**src/logic/bus_common_cfg.svh**
```systemverilog
// Constants for the bus common control register block
`ifndef BUS_COMMON_CFG_SVH
`define BUS_COMMON_CFG_SVH

// ---------------------------------------------------------------
// Register map
// ---------------------------------------------------------------
`define BCC_OFFSET        12'h000
`define BCC_ADDR_W        12

// ---------------------------------------------------------------
// Field positions
// ---------------------------------------------------------------
`define BCC_MAP_BIT       12
`define BCC_ONE4_BIT      4
`define BCC_ENDIAN_BIT    3
`define BCC_ONE2_BIT      2
`define BCC_MEMDRV_BIT    1
`define BCC_CLKDRV_BIT    0

// ---------------------------------------------------------------
// Reset values
// ---------------------------------------------------------------
`define BCC_MAP_RST       1'b0
`define BCC_MEMDRV_RST    1'b0
`define BCC_CLKDRV_RST    1'b0

// ---------------------------------------------------------------
// Bus responses
// ---------------------------------------------------------------
`define AXI_RESP_OKAY     2'h0
`define AXI_RESP_SLVERR   2'h2

`endif

```
**src/logic/bus_common_pkg.sv**
```systemverilog
// Types shared by the bus common control register block
`default_nettype none
package bus_common_pkg;
   // Write channel sequencing states, one-hot
   typedef enum logic [2:0] {
      WR_IDLE = 3'b001,
      WR_HALF = 3'b010,
      WR_RESP = 3'b100
   } wr_state_t;
   // Read channel sequencing states, one-hot
   typedef enum logic [1:0] {
      RD_IDLE = 2'b01,
      RD_RESP = 2'b10
   } rd_state_t;
endpackage
`default_nettype wire

```
**src/logic/strap_capture.sv**
```systemverilog
// Capture of the byte order mode pin after reset release
`timescale 1ns/1ps
`default_nettype none
module strap_capture (
   input  wire logic mclk,
   input  wire logic nrst,
   input  wire logic ce,
   input  wire logic strap_in,
   output logic      strap_val
);
   // ---------------------------------------------------------------
   // State
   // ---------------------------------------------------------------
   logic done_r;    // Capture has happened
   logic done_nxt;
   logic val_r;     // Captured level
   logic val_nxt;

   // Take the pin once on the first enabled edge after release;
   // the async reset only loads constants, never the pin itself
   always_comb begin
      done_nxt = done_r;
      val_nxt  = val_r;
      if (!done_r) begin
         done_nxt = 1'b1;
         val_nxt  = strap_in;
      end
   end

   always_ff @(posedge mclk or negedge nrst) begin
      if (!nrst) begin
         done_r <= 1'b0;
         val_r  <= 1'b0;
      end else if (ce) begin
         done_r <= done_nxt;
         val_r  <= val_nxt;
      end
   end

   assign strap_val = val_r;
endmodule
`default_nettype wire

```
**src/logic/bus_common_control.sv**
```systemverilog
// Bus common control register with AXI4-Lite slave
//
// Behaviour
// - Bits 31:13 and 11:5 read zero
// - Bits 4 and 2 always read one
// - Bit 12 selects address map one or two
// - Bit 3 captures mode pin, read-only
// - Pin low reads zero big, high one little
// - Captured byte order governs every address space
// - Bit 1 keeps memory pins driven in standby
// - Bit 0 keeps clock/strobe pins driven in standby
// - Map two: areas 5,6 take card memory
//
// The AXI4-Lite register port and the address map are this design's own decisions.
`timescale 1ns/1ps
`default_nettype none
`include "bus_common_cfg.svh"
module bus_common_control
   import bus_common_pkg::*;
#(
   parameter int ADDR_W = `BCC_ADDR_W
) (
   input  wire logic              mclk,
   input  wire logic              nrst,
   input  wire logic              ce,
   // AXI4-Lite write address
   input  wire logic [ADDR_W-1:0] s_axi_awaddr,
   input  wire logic              s_axi_awvalid,
   output logic                   s_axi_awready,
   // AXI4-Lite write data
   input  wire logic [31:0]       s_axi_wdata,
   input  wire logic [3:0]        s_axi_wstrb,
   input  wire logic              s_axi_wvalid,
   output logic                   s_axi_wready,
   // AXI4-Lite write response
   output logic [1:0]             s_axi_bresp,
   output logic                   s_axi_bvalid,
   input  wire logic              s_axi_bready,
   // AXI4-Lite read address
   input  wire logic [ADDR_W-1:0] s_axi_araddr,
   input  wire logic              s_axi_arvalid,
   output logic                   s_axi_arready,
   // AXI4-Lite read data
   output logic [31:0]            s_axi_rdata,
   output logic [1:0]             s_axi_rresp,
   output logic                   s_axi_rvalid,
   input  wire logic              s_axi_rready,
   // Mode pin and governed settings
   input  wire logic              byte_order_mode_pin,
   output logic                   map_select,
   output logic                   little_endian,
   output logic                   standby_memory_pin_drive,
   output logic                   standby_clock_pin_drive,
   output logic                   area5_card_enable,
   output logic                   area6_card_enable
);
   // ---------------------------------------------------------------
   // Decode helpers
   // ---------------------------------------------------------------
   // Register hit check, used by both channels
   function automatic logic hit(input logic [ADDR_W-1:0] a);
      hit = (a[ADDR_W-1:2] == (ADDR_W-2)'(ADDR_W'(`BCC_OFFSET) >> 2));
   endfunction

   // ---------------------------------------------------------------
   // Register state
   // ---------------------------------------------------------------
   logic map_r;           // Address map select
   logic map_nxt;
   logic memdrv_r;        // Memory pins driven in standby
   logic memdrv_nxt;
   logic clkdrv_r;        // Clock/strobe pins driven in standby
   logic clkdrv_nxt;
   logic endian_cap;      // Captured byte order level
   logic endian_r;        // Registered copy for the output pin
   logic card5_r;
   logic card6_r;

   // ---------------------------------------------------------------
   // Write channel state
   // ---------------------------------------------------------------
   wr_state_t         wst_r;
   wr_state_t         wst_nxt;
   logic              aw_have_r;   // Address already taken
   logic              aw_have_nxt;
   logic              w_have_r;    // Data already taken
   logic              w_have_nxt;
   logic [ADDR_W-1:0] awaddr_r;
   logic [ADDR_W-1:0] awaddr_nxt;
   logic [31:0]       wdata_r;
   logic [31:0]       wdata_nxt;
   logic [3:0]        wstrb_r;
   logic [3:0]        wstrb_nxt;
   logic              awready_r;
   logic              awready_nxt;
   logic              wready_r;
   logic              wready_nxt;
   logic              bvalid_r;
   logic              bvalid_nxt;
   logic [1:0]        bresp_r;
   logic [1:0]        bresp_nxt;

   // ---------------------------------------------------------------
   // Read channel state
   // ---------------------------------------------------------------
   rd_state_t   rst_r;
   rd_state_t   rst_nxt;
   logic        arready_r;
   logic        arready_nxt;
   logic        rvalid_r;
   logic        rvalid_nxt;
   logic [31:0] rdata_r;
   logic [31:0] rdata_nxt;
   logic [1:0]  rresp_r;
   logic [1:0]  rresp_nxt;
   logic [31:0] reg_view;   // Current read image of the register

   // ---------------------------------------------------------------
   // Mode pin capture
   // ---------------------------------------------------------------
   strap_capture u_strap (
      .mclk      (mclk),
      .nrst      (nrst),
      .ce        (ce),
      .strap_in  (byte_order_mode_pin),
      .strap_val (endian_cap)
   );

   // Read image: fixed ones and zeros are built in, not stored
   always_comb begin
      reg_view                  = 32'h0000_0000;
      reg_view[`BCC_MAP_BIT]    = map_r;
      reg_view[`BCC_ONE4_BIT]   = 1'b1;
      reg_view[`BCC_ONE2_BIT]   = 1'b1;
      reg_view[`BCC_ENDIAN_BIT] = endian_cap;
      reg_view[`BCC_MEMDRV_BIT] = memdrv_r;
      reg_view[`BCC_CLKDRV_BIT] = clkdrv_r;
   end

   // ---------------------------------------------------------------
   // Write path
   // ---------------------------------------------------------------
   // Address and data accepted in either order; one write at a time
   always_comb begin
      wst_nxt     = wst_r;
      aw_have_nxt = aw_have_r;
      w_have_nxt  = w_have_r;
      awaddr_nxt  = awaddr_r;
      wdata_nxt   = wdata_r;
      wstrb_nxt   = wstrb_r;
      awready_nxt = 1'b0;
      wready_nxt  = 1'b0;
      bvalid_nxt  = bvalid_r;
      bresp_nxt   = bresp_r;
      map_nxt     = map_r;
      memdrv_nxt  = memdrv_r;
      clkdrv_nxt  = clkdrv_r;
      unique case (wst_r)
         WR_IDLE, WR_HALF: begin
            // Take address when offered and not yet held
            if (s_axi_awvalid && awready_r) begin
               aw_have_nxt = 1'b1;
               awaddr_nxt  = s_axi_awaddr;
            end
            if (s_axi_wvalid && wready_r) begin
               w_have_nxt = 1'b1;
               wdata_nxt  = s_axi_wdata;
               wstrb_nxt  = s_axi_wstrb;
            end
            if (aw_have_nxt && w_have_nxt) begin
               wst_nxt = WR_RESP;
            end else begin
               wst_nxt     = (aw_have_nxt || w_have_nxt) ? WR_HALF : WR_IDLE;
               // Ready is raised one cycle ahead, dropped once taken
               awready_nxt = !aw_have_nxt && !(s_axi_awvalid && awready_r);
               wready_nxt  = !w_have_nxt && !(s_axi_wvalid && wready_r);
            end
         end
         WR_RESP: begin
            // Commit the held write and raise the response
            if (!bvalid_r) begin
               bvalid_nxt = 1'b1;
               if (hit(awaddr_r)) begin
                  bresp_nxt = `AXI_RESP_OKAY;
                  // Only the low two lanes hold writable bits; the rest is dropped
                  if (wstrb_r[1]) begin
                     map_nxt = wdata_r[`BCC_MAP_BIT];
                  end
                  if (wstrb_r[0]) begin
                     memdrv_nxt = wdata_r[`BCC_MEMDRV_BIT];
                     clkdrv_nxt = wdata_r[`BCC_CLKDRV_BIT];
                  end
                  // Bits 4, 3, 2 and reserved ranges ignore writes
               end else begin
                  bresp_nxt = `AXI_RESP_SLVERR;
               end
            end else if (s_axi_bready) begin
               bvalid_nxt  = 1'b0;
               aw_have_nxt = 1'b0;
               w_have_nxt  = 1'b0;
               awready_nxt = 1'b1;
               wready_nxt  = 1'b1;
               wst_nxt     = WR_IDLE;
            end
         end
         default: begin
            wst_nxt     = WR_IDLE;
            aw_have_nxt = 1'b0;
            w_have_nxt  = 1'b0;
         end
      endcase
   end

   always_ff @(posedge mclk or negedge nrst) begin
      if (!nrst) begin
         wst_r     <= WR_IDLE;
         aw_have_r <= 1'b0;
         w_have_r  <= 1'b0;
         awaddr_r  <= '0;
         wdata_r   <= 32'h0000_0000;
         wstrb_r   <= 4'h0;
         awready_r <= 1'b1;
         wready_r  <= 1'b1;
         bvalid_r  <= 1'b0;
         bresp_r   <= `AXI_RESP_OKAY;
         map_r     <= `BCC_MAP_RST;
         memdrv_r  <= `BCC_MEMDRV_RST;
         clkdrv_r  <= `BCC_CLKDRV_RST;
      end else if (ce) begin
         wst_r     <= wst_nxt;
         aw_have_r <= aw_have_nxt;
         w_have_r  <= w_have_nxt;
         awaddr_r  <= awaddr_nxt;
         wdata_r   <= wdata_nxt;
         wstrb_r   <= wstrb_nxt;
         awready_r <= awready_nxt;
         wready_r  <= wready_nxt;
         bvalid_r  <= bvalid_nxt;
         bresp_r   <= bresp_nxt;
         map_r     <= map_nxt;
         memdrv_r  <= memdrv_nxt;
         clkdrv_r  <= clkdrv_nxt;
      end
   end

   // ---------------------------------------------------------------
   // Read path
   // ---------------------------------------------------------------
   // Address taken with ready high in idle, data one cycle later
   always_comb begin
      rst_nxt     = rst_r;
      arready_nxt = arready_r;
      rvalid_nxt  = rvalid_r;
      rdata_nxt   = rdata_r;
      rresp_nxt   = rresp_r;
      unique case (rst_r)
         RD_IDLE: begin
            if (s_axi_arvalid && arready_r) begin
               arready_nxt = 1'b0;
               rvalid_nxt  = 1'b1;
               rst_nxt     = RD_RESP;
               if (hit(s_axi_araddr)) begin
                  rdata_nxt = reg_view;
                  rresp_nxt = `AXI_RESP_OKAY;
               end else begin
                  rdata_nxt = 32'h0000_0000;
                  rresp_nxt = `AXI_RESP_SLVERR;
               end
            end
         end
         RD_RESP: begin
            if (s_axi_rready) begin
               rvalid_nxt  = 1'b0;
               arready_nxt = 1'b1;
               rst_nxt     = RD_IDLE;
            end
         end
         default: begin
            rst_nxt = RD_IDLE;
         end
      endcase
   end

   always_ff @(posedge mclk or negedge nrst) begin
      if (!nrst) begin
         rst_r     <= RD_IDLE;
         arready_r <= 1'b1;
         rvalid_r  <= 1'b0;
         rdata_r   <= 32'h0000_0000;
         rresp_r   <= `AXI_RESP_OKAY;
      end else if (ce) begin
         rst_r     <= rst_nxt;
         arready_r <= arready_nxt;
         rvalid_r  <= rvalid_nxt;
         rdata_r   <= rdata_nxt;
         rresp_r   <= rresp_nxt;
      end
   end

   // ---------------------------------------------------------------
   // Setting outputs
   // ---------------------------------------------------------------
   // Registered copies so every output leaves from a flip-flop
   always_ff @(posedge mclk or negedge nrst) begin
      if (!nrst) begin
         endian_r <= 1'b0;
         card5_r  <= 1'b0;
         card6_r  <= 1'b0;
      end else if (ce) begin
         endian_r <= endian_cap;
         card5_r  <= map_nxt;
         card6_r  <= map_nxt;
      end
   end

   assign s_axi_awready            = awready_r;
   assign s_axi_wready             = wready_r;
   assign s_axi_bvalid             = bvalid_r;
   assign s_axi_bresp              = bresp_r;
   assign s_axi_arready            = arready_r;
   assign s_axi_rvalid             = rvalid_r;
   assign s_axi_rdata              = rdata_r;
   assign s_axi_rresp              = rresp_r;
   assign map_select               = map_r;
   assign little_endian            = endian_r;
   assign standby_memory_pin_drive = memdrv_r;
   assign standby_clock_pin_drive  = clkdrv_r;
   assign area5_card_enable        = card5_r;
   assign area6_card_enable        = card6_r;
endmodule
`default_nettype wire

```
**config.mk**
```make
export PLATFORM = sky130hd
export DESIGN_NAME = bus_common_control
export DESIGN_NICKNAME = d
export VERILOG_FILES = /design/src/logic/bus_common_pkg.sv /design/src/logic/strap_capture.sv /design/src/logic/bus_common_control.sv
export VERILOG_INCLUDE_DIRS = /design/src /design/src/logic
export SDC_FILE = /design/constraint.sdc
export NUM_CORES = 1
export LEC_CHECK = 0
export BUFFER_PORTS_ARGS = -buffer_cell sky130_fd_sc_hd__buf_2
export CORE_AREA = 2 2 71 73
export CTS_CLUSTER_DIAMETER = 40
export DETAILED_ROUTE_END_ITERATION = 8
export DIE_AREA = 0 0 73 75
export GPL_ROUTABILITY_DRIVEN = 0
export PLACE_DENSITY = 0.79
export SLEW_MARGIN = 20
export SYNTH_ARGS = -nofsm -noshare
export SYNTH_HDL_FRONTEND = slang
export SYNTH_SLANG_ARGS = --single-unit
```
**constraint.sdc**
```tcl
create_clock -name mclk -period 2.2 [get_ports mclk]
set_input_delay 0.11 -clock mclk [delete_from_list [all_inputs] [get_ports mclk]]
set_output_delay 0.11 -clock mclk [all_outputs]
set_load 0.01 [all_outputs]
```
==> results of run 1 <==
==> cells in the final DEF, fill, tap and decap left out, drive strengths merged, types with 3 or more instances in the layout <==
cell and count:
a21oi 5, buf 52, clkbuf 6, conb 28, dfrtp 35, dfstp 5
inv 15, mux2 19, nand2 7, nand2b 4, nor2 3, nor4 5
o21ai 11, o22ai 4
==> synthesized netlist by cell type (2+ instances only) <==
library cell	n	area [um^2]
dfrtp_1	35	875.8
buf_4	31	232.7
mux2_2	16	180.2
inv_1	15	56.30
o21ai_0	11	55.05
nand2_1	7	26.28
a21oi_1	5	25.02
dfstp_2	5	131.4
nand2b_1	4	25.02
o22ai_1	4	25.02
mux2_1	3	33.78
nor2_1	3	11.26
nor4_1	3	18.77
a21boi_0	2	15.01
a21o_1	2	15.01
clkbuf_1	2	7.510
ha_1	2	25.02
nand3_1	2	10.01
or2_2	2	12.51
or4_4	2	22.52
or4b_1	2	20.02
==> timing repair <==
| action | CTS | global route |
|---|---|---|
| resized for setup | 0 | 0 |
| hold endpoints to repair | 35 | 0 |
| hold buffers | 1 | 0 |
==> state kept, by name (all words and copies together) (netlist names), 2 cells and up <==
| name | cells |
|---|---|
| wstrb_r | 2 |
| s_axi_rdata | 5 |
| rst_r | 2 |
| wdata_r | 3 |
| awaddr_r | 10 |
| wst_r | 3 |
==> kinds of logic (layout without fill, tap and decap cells) <==
| logic type | Yosys count | count (layout) | synth area share (%) |
|---|---|---|---|
| fa+ha+maj | 2 | 2 | 1.244 |
| simple gates | 34 | 34 | 13.44 |
| buf+inv | 48 | 76 | 14.75 |
| other cells | 1 | 28 | 0.1865 |
| flops | 40 | 40 | 50.09 |
| xor+xnor | 1 | 1 | 0.4357 |
| compound gates | 30 | 30 | 9.209 |
| mux | 19 | 19 | 10.64 |
==> per-stage QoR <==
stage          power (W)  cell area, um^2  hold WS (ns)  instances
2_1_floorplan   0.001564             2112       -0.1856        202
3_3_place_gp    0.001668             2200        0.2747        275
3_5_place_dp    0.001709             2200        0.2879        275
4_1_cts         0.002306             2317       0.02956        284
5_1_grt         0.002429             2317       0.03501        284
6_report        0.002270             2317       0.03852        284
==> worst max-delay path by stage <==
stage | end | depth (start not counted) | from | slack, ns
final | standby_memory_pin_drive$_DFFE_PN0P_ | 3 | awaddr_r[7]$_DFFE_PN0P_ | 0.45
after global routing | standby_memory_pin_drive$_DFFE_PN0P_ | 3 | s_axi_bvalid$_DFFE_PN0P_ | 0.37
after CTS | standby_memory_pin_drive$_DFFE_PN0P_ | 3 | awaddr_r[7]$_DFFE_PN0P_ | 0.43
after detailed placement | standby_memory_pin_drive$_DFFE_PN0P_ | 3 | awaddr_r[7]$_DFFE_PN0P_ | 0.43
after global placement | standby_clock_pin_drive$_DFFE_PN0P_ | 3 | awaddr_r[7]$_DFFE_PN0P_ | 0.46
after floorplan | standby_clock_pin_drive$_DFFE_PN0P_ | 3 | awaddr_r[7]$_DFFE_PN0P_ | 0.54
==> critical path, cell delays in order (launching register included) <==
cell and delay (ns):
dfrtp_1 0.38, or4_4 0.58, nor4_4 0.34, mux2_1 0.35
==> power by group through the flow <==
stage	logic [W]	registers (W)	clock network, W
finish	0.000589	0.00109	0.000587
CTS	0.000602	0.00110	0.000608
global placement	0.000570	0.00110	0
detailed placement	0.000600	0.00111	0
floorplan	0.000477	0.00109	0
global route	0.000666	0.00113	0.000634
==> area by class of cell <==
type / count / area [um^2]
Clock buffer: 6 / 72.57
Clock inverter: 2 / 35.03
Fill cell: 436 / 2344
Inverter: 15 / 56.30
Multi-Input combinational cell: 114 / 808.3
Sequential cell: 40 / 1007
Tap cell: 54 / 67.56
Timing Repair Buffer: 53 / 270.3
==> layer usage <==
metal	track usage [%]	up-vias
li1	-	654
met1	16.39	642
met2	25.23	62
met3	4.418	7
met4	6.790	0
met5	0	-
==> results.toml, run 1 <==
[run_status]
status = "finished, final reports clean"

[layout]
syn_to_final_growth_pct = 15.25
utilization_pct = 49.72
antennaDiodeCount = 0
fin_nets = 300
drive_gt1_share_pct = 39.13

[timing]
period_share_pct = 79.34
fin_ws_ns = 0.4544
finalCriticalPeriod_ns = 1.746
relSlewSlack_pct = 40.48
setup_viol = 0
rsz0062_at_grt = "no"
worst_clock_skew_ns = 0.01325
finalSetupTns_ns = 0
worst_pin_slew_ns = 0.8927
clock.fmax_mhz = 572.9
drv_slew = 0
hold_violations = 0

[routing]
routed_wl_um = 3587
routed-wl-met2_um = 1810
drtIter0Drc = 77
route.met3.wl_um = 248
postRouteAntennaNets = 0
top_layer = "met4"
wl_per_cell_um = 12.63
vias = 1365
drt-met1-wl_um = 1483
vias_per_cell = 4.806
drtPass1Iterations = 4
drc_errors = 0

[critical_path]
r2r_cells = 3
start_kind = "flop"
critical_path_class = "flop to flop"
required_ns = 2.39
r2r-end = "standby_memory_pin_drive$_DFFE_PN0P_"
r2r_start = "awaddr_r[7]$_DFFE_PN0P_"
rrSetupSlack_ns = 0.45
arrival_ns = 1.93
cp-end-kind = "flop"
path_max_fanout = 3

[pwr]
swShare_pct = 29.68
net-switching-power_w = 0.0006738
clkPwrFrac_pct = 25.9
max-vdd-ir-drop_v = 0.0005710
pwr-share-comb_pct = 25.9
powerDensity_nw_per_um2 = 979.6
p_seq_share_pct = 48.2
intPower_w = 0.001596
leakagePower_nw = 1.178

[synth]
synth_edf_count = 0
ys_async_sr_fraction_pct = 100.0
syn_area_per_cell_um2 = 11.49
yosysUniqueCellTypes = 38
ys_seq_area_share_pct = 50.09
synth_ff_type = "dfrtp_1"
ys_seq_elements = 40
synth_warnings = 0
synth_area_um2 = 2011
syn_inst = 175

[hold_path]
hold_class = "input pin to flop"
hold_path_end = "wdata_r[12]$_DFFE_PN0P_"
hold_path_startpoint = "s_axi_wdata[12]"
min_path_cells = 2

[grt]
grt_pass1_wl_um = 6016
grt_pass1_vias = 1376
antenna_found_initial = 0
grt-ovfl-total = 0
grt_usage_pct = 14.52
grt_max_degree = 41

[clocking]
cts_tree = "built"
path_clk_slew_ns = 0.08
cts.path.max_buffers = 2
cts_buffers = 5
cts_setup_buffers = 0
numClockSinks = 40
clk_latency_ns = 0.30
htreeDepth = 2
cts_root_buffer = "clkbuf_8"

[placed_design]
dp_slack_ns = 0.4338
io_buffers = 52
hpwl_um = 2751

[floorplan]
die_y_um = 75
fp.dieW_um = 73
die_area_um2 = 5475
start_util_pct = 43.14
row_count = 25
ios = 116
core_um2 = 4661

[flow_run]
cap_violations = 0
Note: power is estimated with default switching activity, not from simulation.
==> run 2: changes to the inputs <==
- ABC_AREA: unset -> 1
- CORE_AREA: 2 2 71 73 -> 2 2 72 74
- DIE_AREA: 0 0 73 75 -> 0 0 74 76
- PLACE_DENSITY: 0.79 -> 0.78
- clock period: 2.2 -> 1.71 ns (I/O delays scaled with it)
==> run 2 against run 1 <==
Net effect: sequential share of layout area shrank 1.7 points; power is 39% higher; clock-buffer cell count is 1 higher; die area is 2.7% higher; sequential power grew 31%; critical endpoint is now awaddr_r[4]$_DFFE_PN0P_; area after synthesis rose by 2.5%.
==> results.toml, run 2 <==
[run_status]
status = "finished, final reports clean"

[floorplan]
die_area_um2 = 5624
row_count = 26
core_um2 = 4912
start_util_pct = 41.95
ios = 116
die_y_um = 76
fp.dieW_um = 74

[clocking]
path_clk_slew_ns = 0.08
htreeDepth = 2
cts.path.max_buffers = 2
numClockSinks = 40
cts_buffers = 5
cts_root_buffer = "clkbuf_8"
cts_resized = 0
cts-hold-fix-buffers = 1
cts_tree = "built"
clk_latency_ns = 0.29
cts_setup_buffers = 0

[critical_path]
required_ns = 1.94
path_max_fanout = 10
critical_path_class = "flop to flop"
start_kind = "flop"
arrival_ns = 1.64
cp-end-kind = "flop"

[timing]
period_share_pct = 82.19
setup_viol = 0
finalSetupTns_ns = 0
hold_violations = 0
finalCriticalPeriod_ns = 1.405
clock.fmax_mhz = 711.5
rsz0062_at_grt = "no"
fin_ws_ns = 0.3045
worst_clock_skew_ns = 0.006976
drv_slew = 0

[pwr]
powerDensity_nw_per_um2 = 1309
leakagePower_nw = 1.383
p_total_w = 0.003157
swShare_pct = 32.94
pwr-share-comb_pct = 28.6
clkPwrFrac_pct = 26.3
intPower_w = 0.002117
net-switching-power_w = 0.001040
max-vdd-ir-drop_v = 0.0007446
p_seq_share_pct = 45.2

[hold_path]
hold_class = "input pin to flop"

[layout]
syn_to_final_growth_pct = 17.06
final_cell_mix = "nand2_1 (88), buf_2 (52), dfrtp_1 (35), nand3_1 (28), conb_1 (28)"
largest_reg_flops = 10
final_common_cell = "nand2_1"
drive_gt1_share_pct = 25.81
fin_nets = 380
n_fill_cell = 488
largest_register = "awaddr_r"
antennaDiodeCount = 0

[synth]
synth_top_area_share_pct = 42.50
syn_inst = 253
synth.area.top_cells = "dfrtp_1 (43%), nand2_1 (16%), buf_4 (12%)"
synth_edf_count = 0
synth_top_cell_by_area = "dfrtp_1"
syn_area_per_cell_um2 = 8.145
synth.most_common_cell = "nand2_1"
ys_seq_elements = 40
ys_seq_area_share_pct = 48.88
synth_warnings = 0
ys_async_sr_fraction_pct = 100.0
yosysUniqueCellTypes = 24
synth_ff_type = "dfrtp_1"
synth_area_um2 = 2061
yosys-top-cells-count = "nand2_1 (88), dfrtp_1 (35), buf_4 (32), nand3_1 (28), nor2_1 (20)"

[grt]
grt-ovfl-total = 0
grt_pass1_vias = 1472
grt_max_degree = 41
grt_usage_pct = 14.28
grt_pass1_wl_um = 6244
antenna_found_initial = 0

[routing]
wl_per_cell_um = 9.855
vias_per_cell = 4.389
vias = 1668
postRouteAntennaNets = 0
drc_errors = 0
routed_wl_um = 3745
drtPass1Iterations = 4
drtIter0Drc = 97

[flow_run]
cap_violations = 0

[placed_design]
hpwl_um = 2888
io_buffers = 52
dp_slack_ns = 0.3220
==> run 2: power groups by stage <==
stage	clock, W	combinational, W	sequential (W)
after floorplan	0	0.000692	0.00144
final	0.000829	0.000902	0.00143
after CTS	0.000850	0.000918	0.00142
after detailed placement	0	0.000910	0.00144
after global placement	0	0.000880	0.00143
after global routing	0.000899	0.00106	0.00145
==> run 2: kinds of logic (layout without fill, tap and decap cells) <==
group	count (synthesis)	after routing	synth area share (%)
compound gates	9	9	2.247
fa+ha+maj	2	2	1.214
buf+inv	50	80	15.73
flops	40	40	48.88
other cells	1	28	0.1820
simple gates	151	151	31.76
==> run 2: final timing paths <==
path / endpoint / slack [ns] / cells after the start / startpoint
worst max-delay path: awaddr_r[4]$_DFFE_PN0P_ / 0.30 / 7 / wst_r[0]$_DFFE_PN1P_
worst max register to register: awaddr_r[4]$_DFFE_PN0P_ / 0.30 / 7 / wst_r[0]$_DFFE_PN1P_
worst min-delay path: awaddr_r[7]$_DFFE_PN0P_ / 0.02 / 3 / s_axi_awaddr[7]
max in group asynchronous: s_axi_awready$_DFFE_PN1P_ / 0.98 / 3 / nrst
worst min register to register: u_strap.done_r$_DFFE_PN0P_ / 0.47 / 2 / u_strap.done_r$_DFFE_PN0P_
min in group asynchronous: wst_r[2]$_DFFE_PN0P_ / 0.38 / 3 / nrst
==> run 2: through the flow <==
step                hold slack, ns  utilization, %  cell area, um^2  instances
floorplan                  -0.2101               -             2162        280
global placement            0.1641           46.33             2276        371
finish                     0.01984           49.11             2412        380
detailed placement          0.1683           46.33             2276        371
global route               0.01314           49.11             2412        380
CTS                        0.01496           49.11             2412        380
==> run 2: per-layer routing <==
metal | global-route usage (%) | share of wire [%]
met3 | 5.688 | 7.3
met1 | 17.75 | 43
met2 | 22.50 | 50
met5 | 0 | 0
met4 | 4.545 | 0.51
==> run 2: area by class of cell <==
type	instances	area (um^2)	area share, %
sequential	40	1007	41.75
multi-input combinational	190	830.8	34.44
timing repair buffer	58	307.8	12.76
clock buffer	7	96.34	3.994
tap	70	87.58	3.631
inverter	14	52.55	2.178
clock inverter	1	30.03	1.245
==> run 2: worst max-delay path: stages (launching register included) <==
cell and delay, ns:
dfstp_2 0.57, inv_2 0.04, nand2_2 0.07, nand3_2 0.09, nor2_4 0.20, buf_4 0.21, nand3_1 0.09, nand2_1 0.08
==> run 3: changes to the inputs <==
- CORE_AREA: 2 2 72 74 -> 2 2 75 77
- DIE_AREA: 0 0 74 76 -> 0 0 77 79
- PLACE_DENSITY: 0.78 -> 0.75
- clock period: 1.71 -> 1.2 ns (I/O delays scaled with it)
==> run 3 against run 2 <==
Net effect: the flow now finishes with violations (negative setup slack); critical path depth did not move; via count rose by 10%; clock-buffer cell count fell by 1; flip-flop and latch count did not move; routed wire length rose by 22%; sequential power rose by 43%; final cell count rose by 7.1%; cell area rose by 15%.
==> results.toml, run 3 (synthesis results as in run 2) <==
[critical_path]
arrival_ns = 1.58
r2r-end = "awaddr_r[9]$_DFFE_PN0P_"
critical_path_class = "flop to flop"
cp-end-kind = "flop"
cp_slowest_cell = "dfstp_2"
r2r_start = "wst_r[0]$_DFFE_PN1P_"
start_kind = "flop"
r2r_cells = 7
critPathTopFamily = "flip-flops"
crit_buf_inv = 2
path_max_fanout = 5
cp.depth = 7
worstPathCellList = "inv_2, nand2_4, nand3_4, nor2_4, buf_6, nand3_1, nand2_1"
rrSetupSlack_ns = -0.15
required_ns = 1.43
cp_slowest_stage_delay_ns = 0.54

[routing]
drc_errors = 0
drtIter0Drc = 63
routed_wl_um = 4561
drtPass1Iterations = 4
wl_per_cell_um = 11.21
vias_per_cell = 4.509
vias = 1835
postRouteAntennaNets = 0

[floorplan]
fp.dieW_um = 77
die_y_um = 79
ios = 116
start_util_pct = 38.61
core_um2 = 5338
row_count = 27
die_area_um2 = 6083

[run_status]
status = "complete, but fails checks"
violations = "negative setup slack"

[layout]
finish.instance_area_um2 = 2765
antennaDiodeCount = 0
final_common_cell = "nand2_1"
final_cells = 407
syn_to_final_growth_pct = 34.18
largest_register = "awaddr_r"
largest_reg_flops = 10
final_cell_mix = "nand2_1 (80), buf_2 (52), dfrtp_1 (35), conb_1 (28), nand3_1 (16)"
fin_nets = 405
drive_gt1_share_pct = 37.31

[clocking]
clk_latency_ns = 0.29
path_clk_slew_ns = 0.08
cts_root_buffer = "clkbuf_8"
cts_tree = "built"
cts.path.max_buffers = 2
cts_buffers = 5
htreeDepth = 2
numClockSinks = 40

[placed_design]
hpwl_um = 3125
dp.cells = 384
place_area_um2 = 2381
dp_slack_ns = -0.09680
io_buffers = 52

[grt]
grt_max_degree = 16
grt_pass1_wl_um = 7307
grt-ovfl-total = 0
antenna_found_initial = 0
grt_pass1_vias = 1720
grt_usage_pct = 15.16

[pwr]
powerDensity_nw_per_um2 = 1817
leakagePower_nw = 1.523
max-vdd-ir-drop_v = 0.001063

[timing]
rsz0062_at_grt = "yes"
clock.fmax_mhz = 741.1
period_share_pct = 112.4
finalCriticalPeriod_ns = 1.349
worst_clock_skew_ns = 0.004685
setup_viol = 30
drv_slew = 0
hold_violations = 0
fin_ws_ns = -0.1494

[hold_path]
min_path_cells = 3
hold_class = "input pin to flop"
hold_path_end = "wdata_r[1]$_DFFE_PN0P_"
hold_path_startpoint = "s_axi_wdata[1]"

[flow_run]
cap_violations = 0
-- run 3: cell types whose count changed in the layout (fill, tap and decap cells not counted), moves of 3 or more --
cell           previous run  this run
buf_4                     5        15
buf_6                     0         5
dlygate4sd3_1             1         9
inv_1                    12         9
nand2_1                  88        80
nand2_2                   3         9
nand2_4                   0         3
nand3_1                  28        16
nand3_2                   1        12
nor2_1                   20        15
nor2_2                    1         4
nor2_4                    2         5
-- run 3: cell type report --
type                            count  area, um^2
Timing Repair Buffer               81       519.2
Clock buffer                        6       72.57
Sequential cell                    40        1007
Tap cell                           72       90.09
Clock inverter                      2       35.03
Fill cell                         524        2572
Inverter                           14       55.05
Multi-Input combinational cell    192       985.9
-- run 3: worst max path at each step --
| stage | from | end | slack (ns) |
|---|---|---|---|
| final | wst_r[0]$_DFFE_PN1P_ | awaddr_r[9]$_DFFE_PN0P_ | -0.15 |
| after global routing | wst_r[0]$_DFFE_PN1P_ | wstrb_r[0]$_DFFE_PN0P_ | -0.24 |
| after CTS | wst_r[0]$_DFFE_PN1P_ | wst_r[2]$_DFFE_PN0P_ | -0.1 |
| after detailed placement | wst_r[0]$_DFFE_PN1P_ | awaddr_r[5]$_DFFE_PN0P_ | -0.1 |
| after global placement | wst_r[0]$_DFFE_PN1P_ | awaddr_r[10]$_DFFE_PN0P_ | -0.07 |
| after floorplan | s_axi_wready$_DFFE_PN1P_ | wst_r[1]$_DFFE_PN0P_ | -0.03 |
-- run 3: per-layer routing --
metal  share of wire [%]  vias up  GRT usage, %
met1                  42      859         17.98
met2                  50       68         26.32
met4                 1.5        0         6.071
met5                   0        -             0
met3                 6.6        7         3.977
li1                    -      901             -
-- run 3: timing repair --
action | 4_1_cts | 5_1_grt
hold endpoints to repair | 21 | 0
hold buffers | 9 | 0
endpoints found under the setup margin | 27 | 37
pin swaps | 3 | 15
buffers inserted | 1 | 2
gates resized for setup | 10 | 29
gates cloned | 3 | 0
-- run 3: stage by stage --
stage / setup TNS (ns) / util, % / hold slack, ns / total power [W]
final: -2.750 / 51.81 / 0.005542 / 0.005024
after global routing: -5.235 / 51.81 / 0.02811 / 0.005385
after CTS: -1.678 / 49.65 / 0.001551 / 0.004842
after detailed placement: -1.471 / 44.61 / -0.01686 / 0.003581
after global placement: -1.065 / 44.61 / -0.01350 / 0.003534
after floorplan: -0.1563 / - / -0.2356 / 0.003097
-- run 3: worst register-to-register path, cell delays in order, from the launching register on --
cell and delay [ns]:
dfstp_2 0.54, inv_2 0.04, nand2_4 0.08, nand3_4 0.09, nor2_4 0.23, buf_6 0.17, nand3_1 0.07, nand2_1 0.07
-- run 3: where the power goes --
| part | switching, W | internal (W) | leakage (nW) |
|---|---|---|---|
| logic | 0.00109 | 0.000824 | 0.966 |
| registers | 0.000249 | 0.00179 | 0.501 |
| clock network | 0.000453 | 0.000617 | 0.0552 |
| total | 0.00179 | 0.00323 | 1.52 |
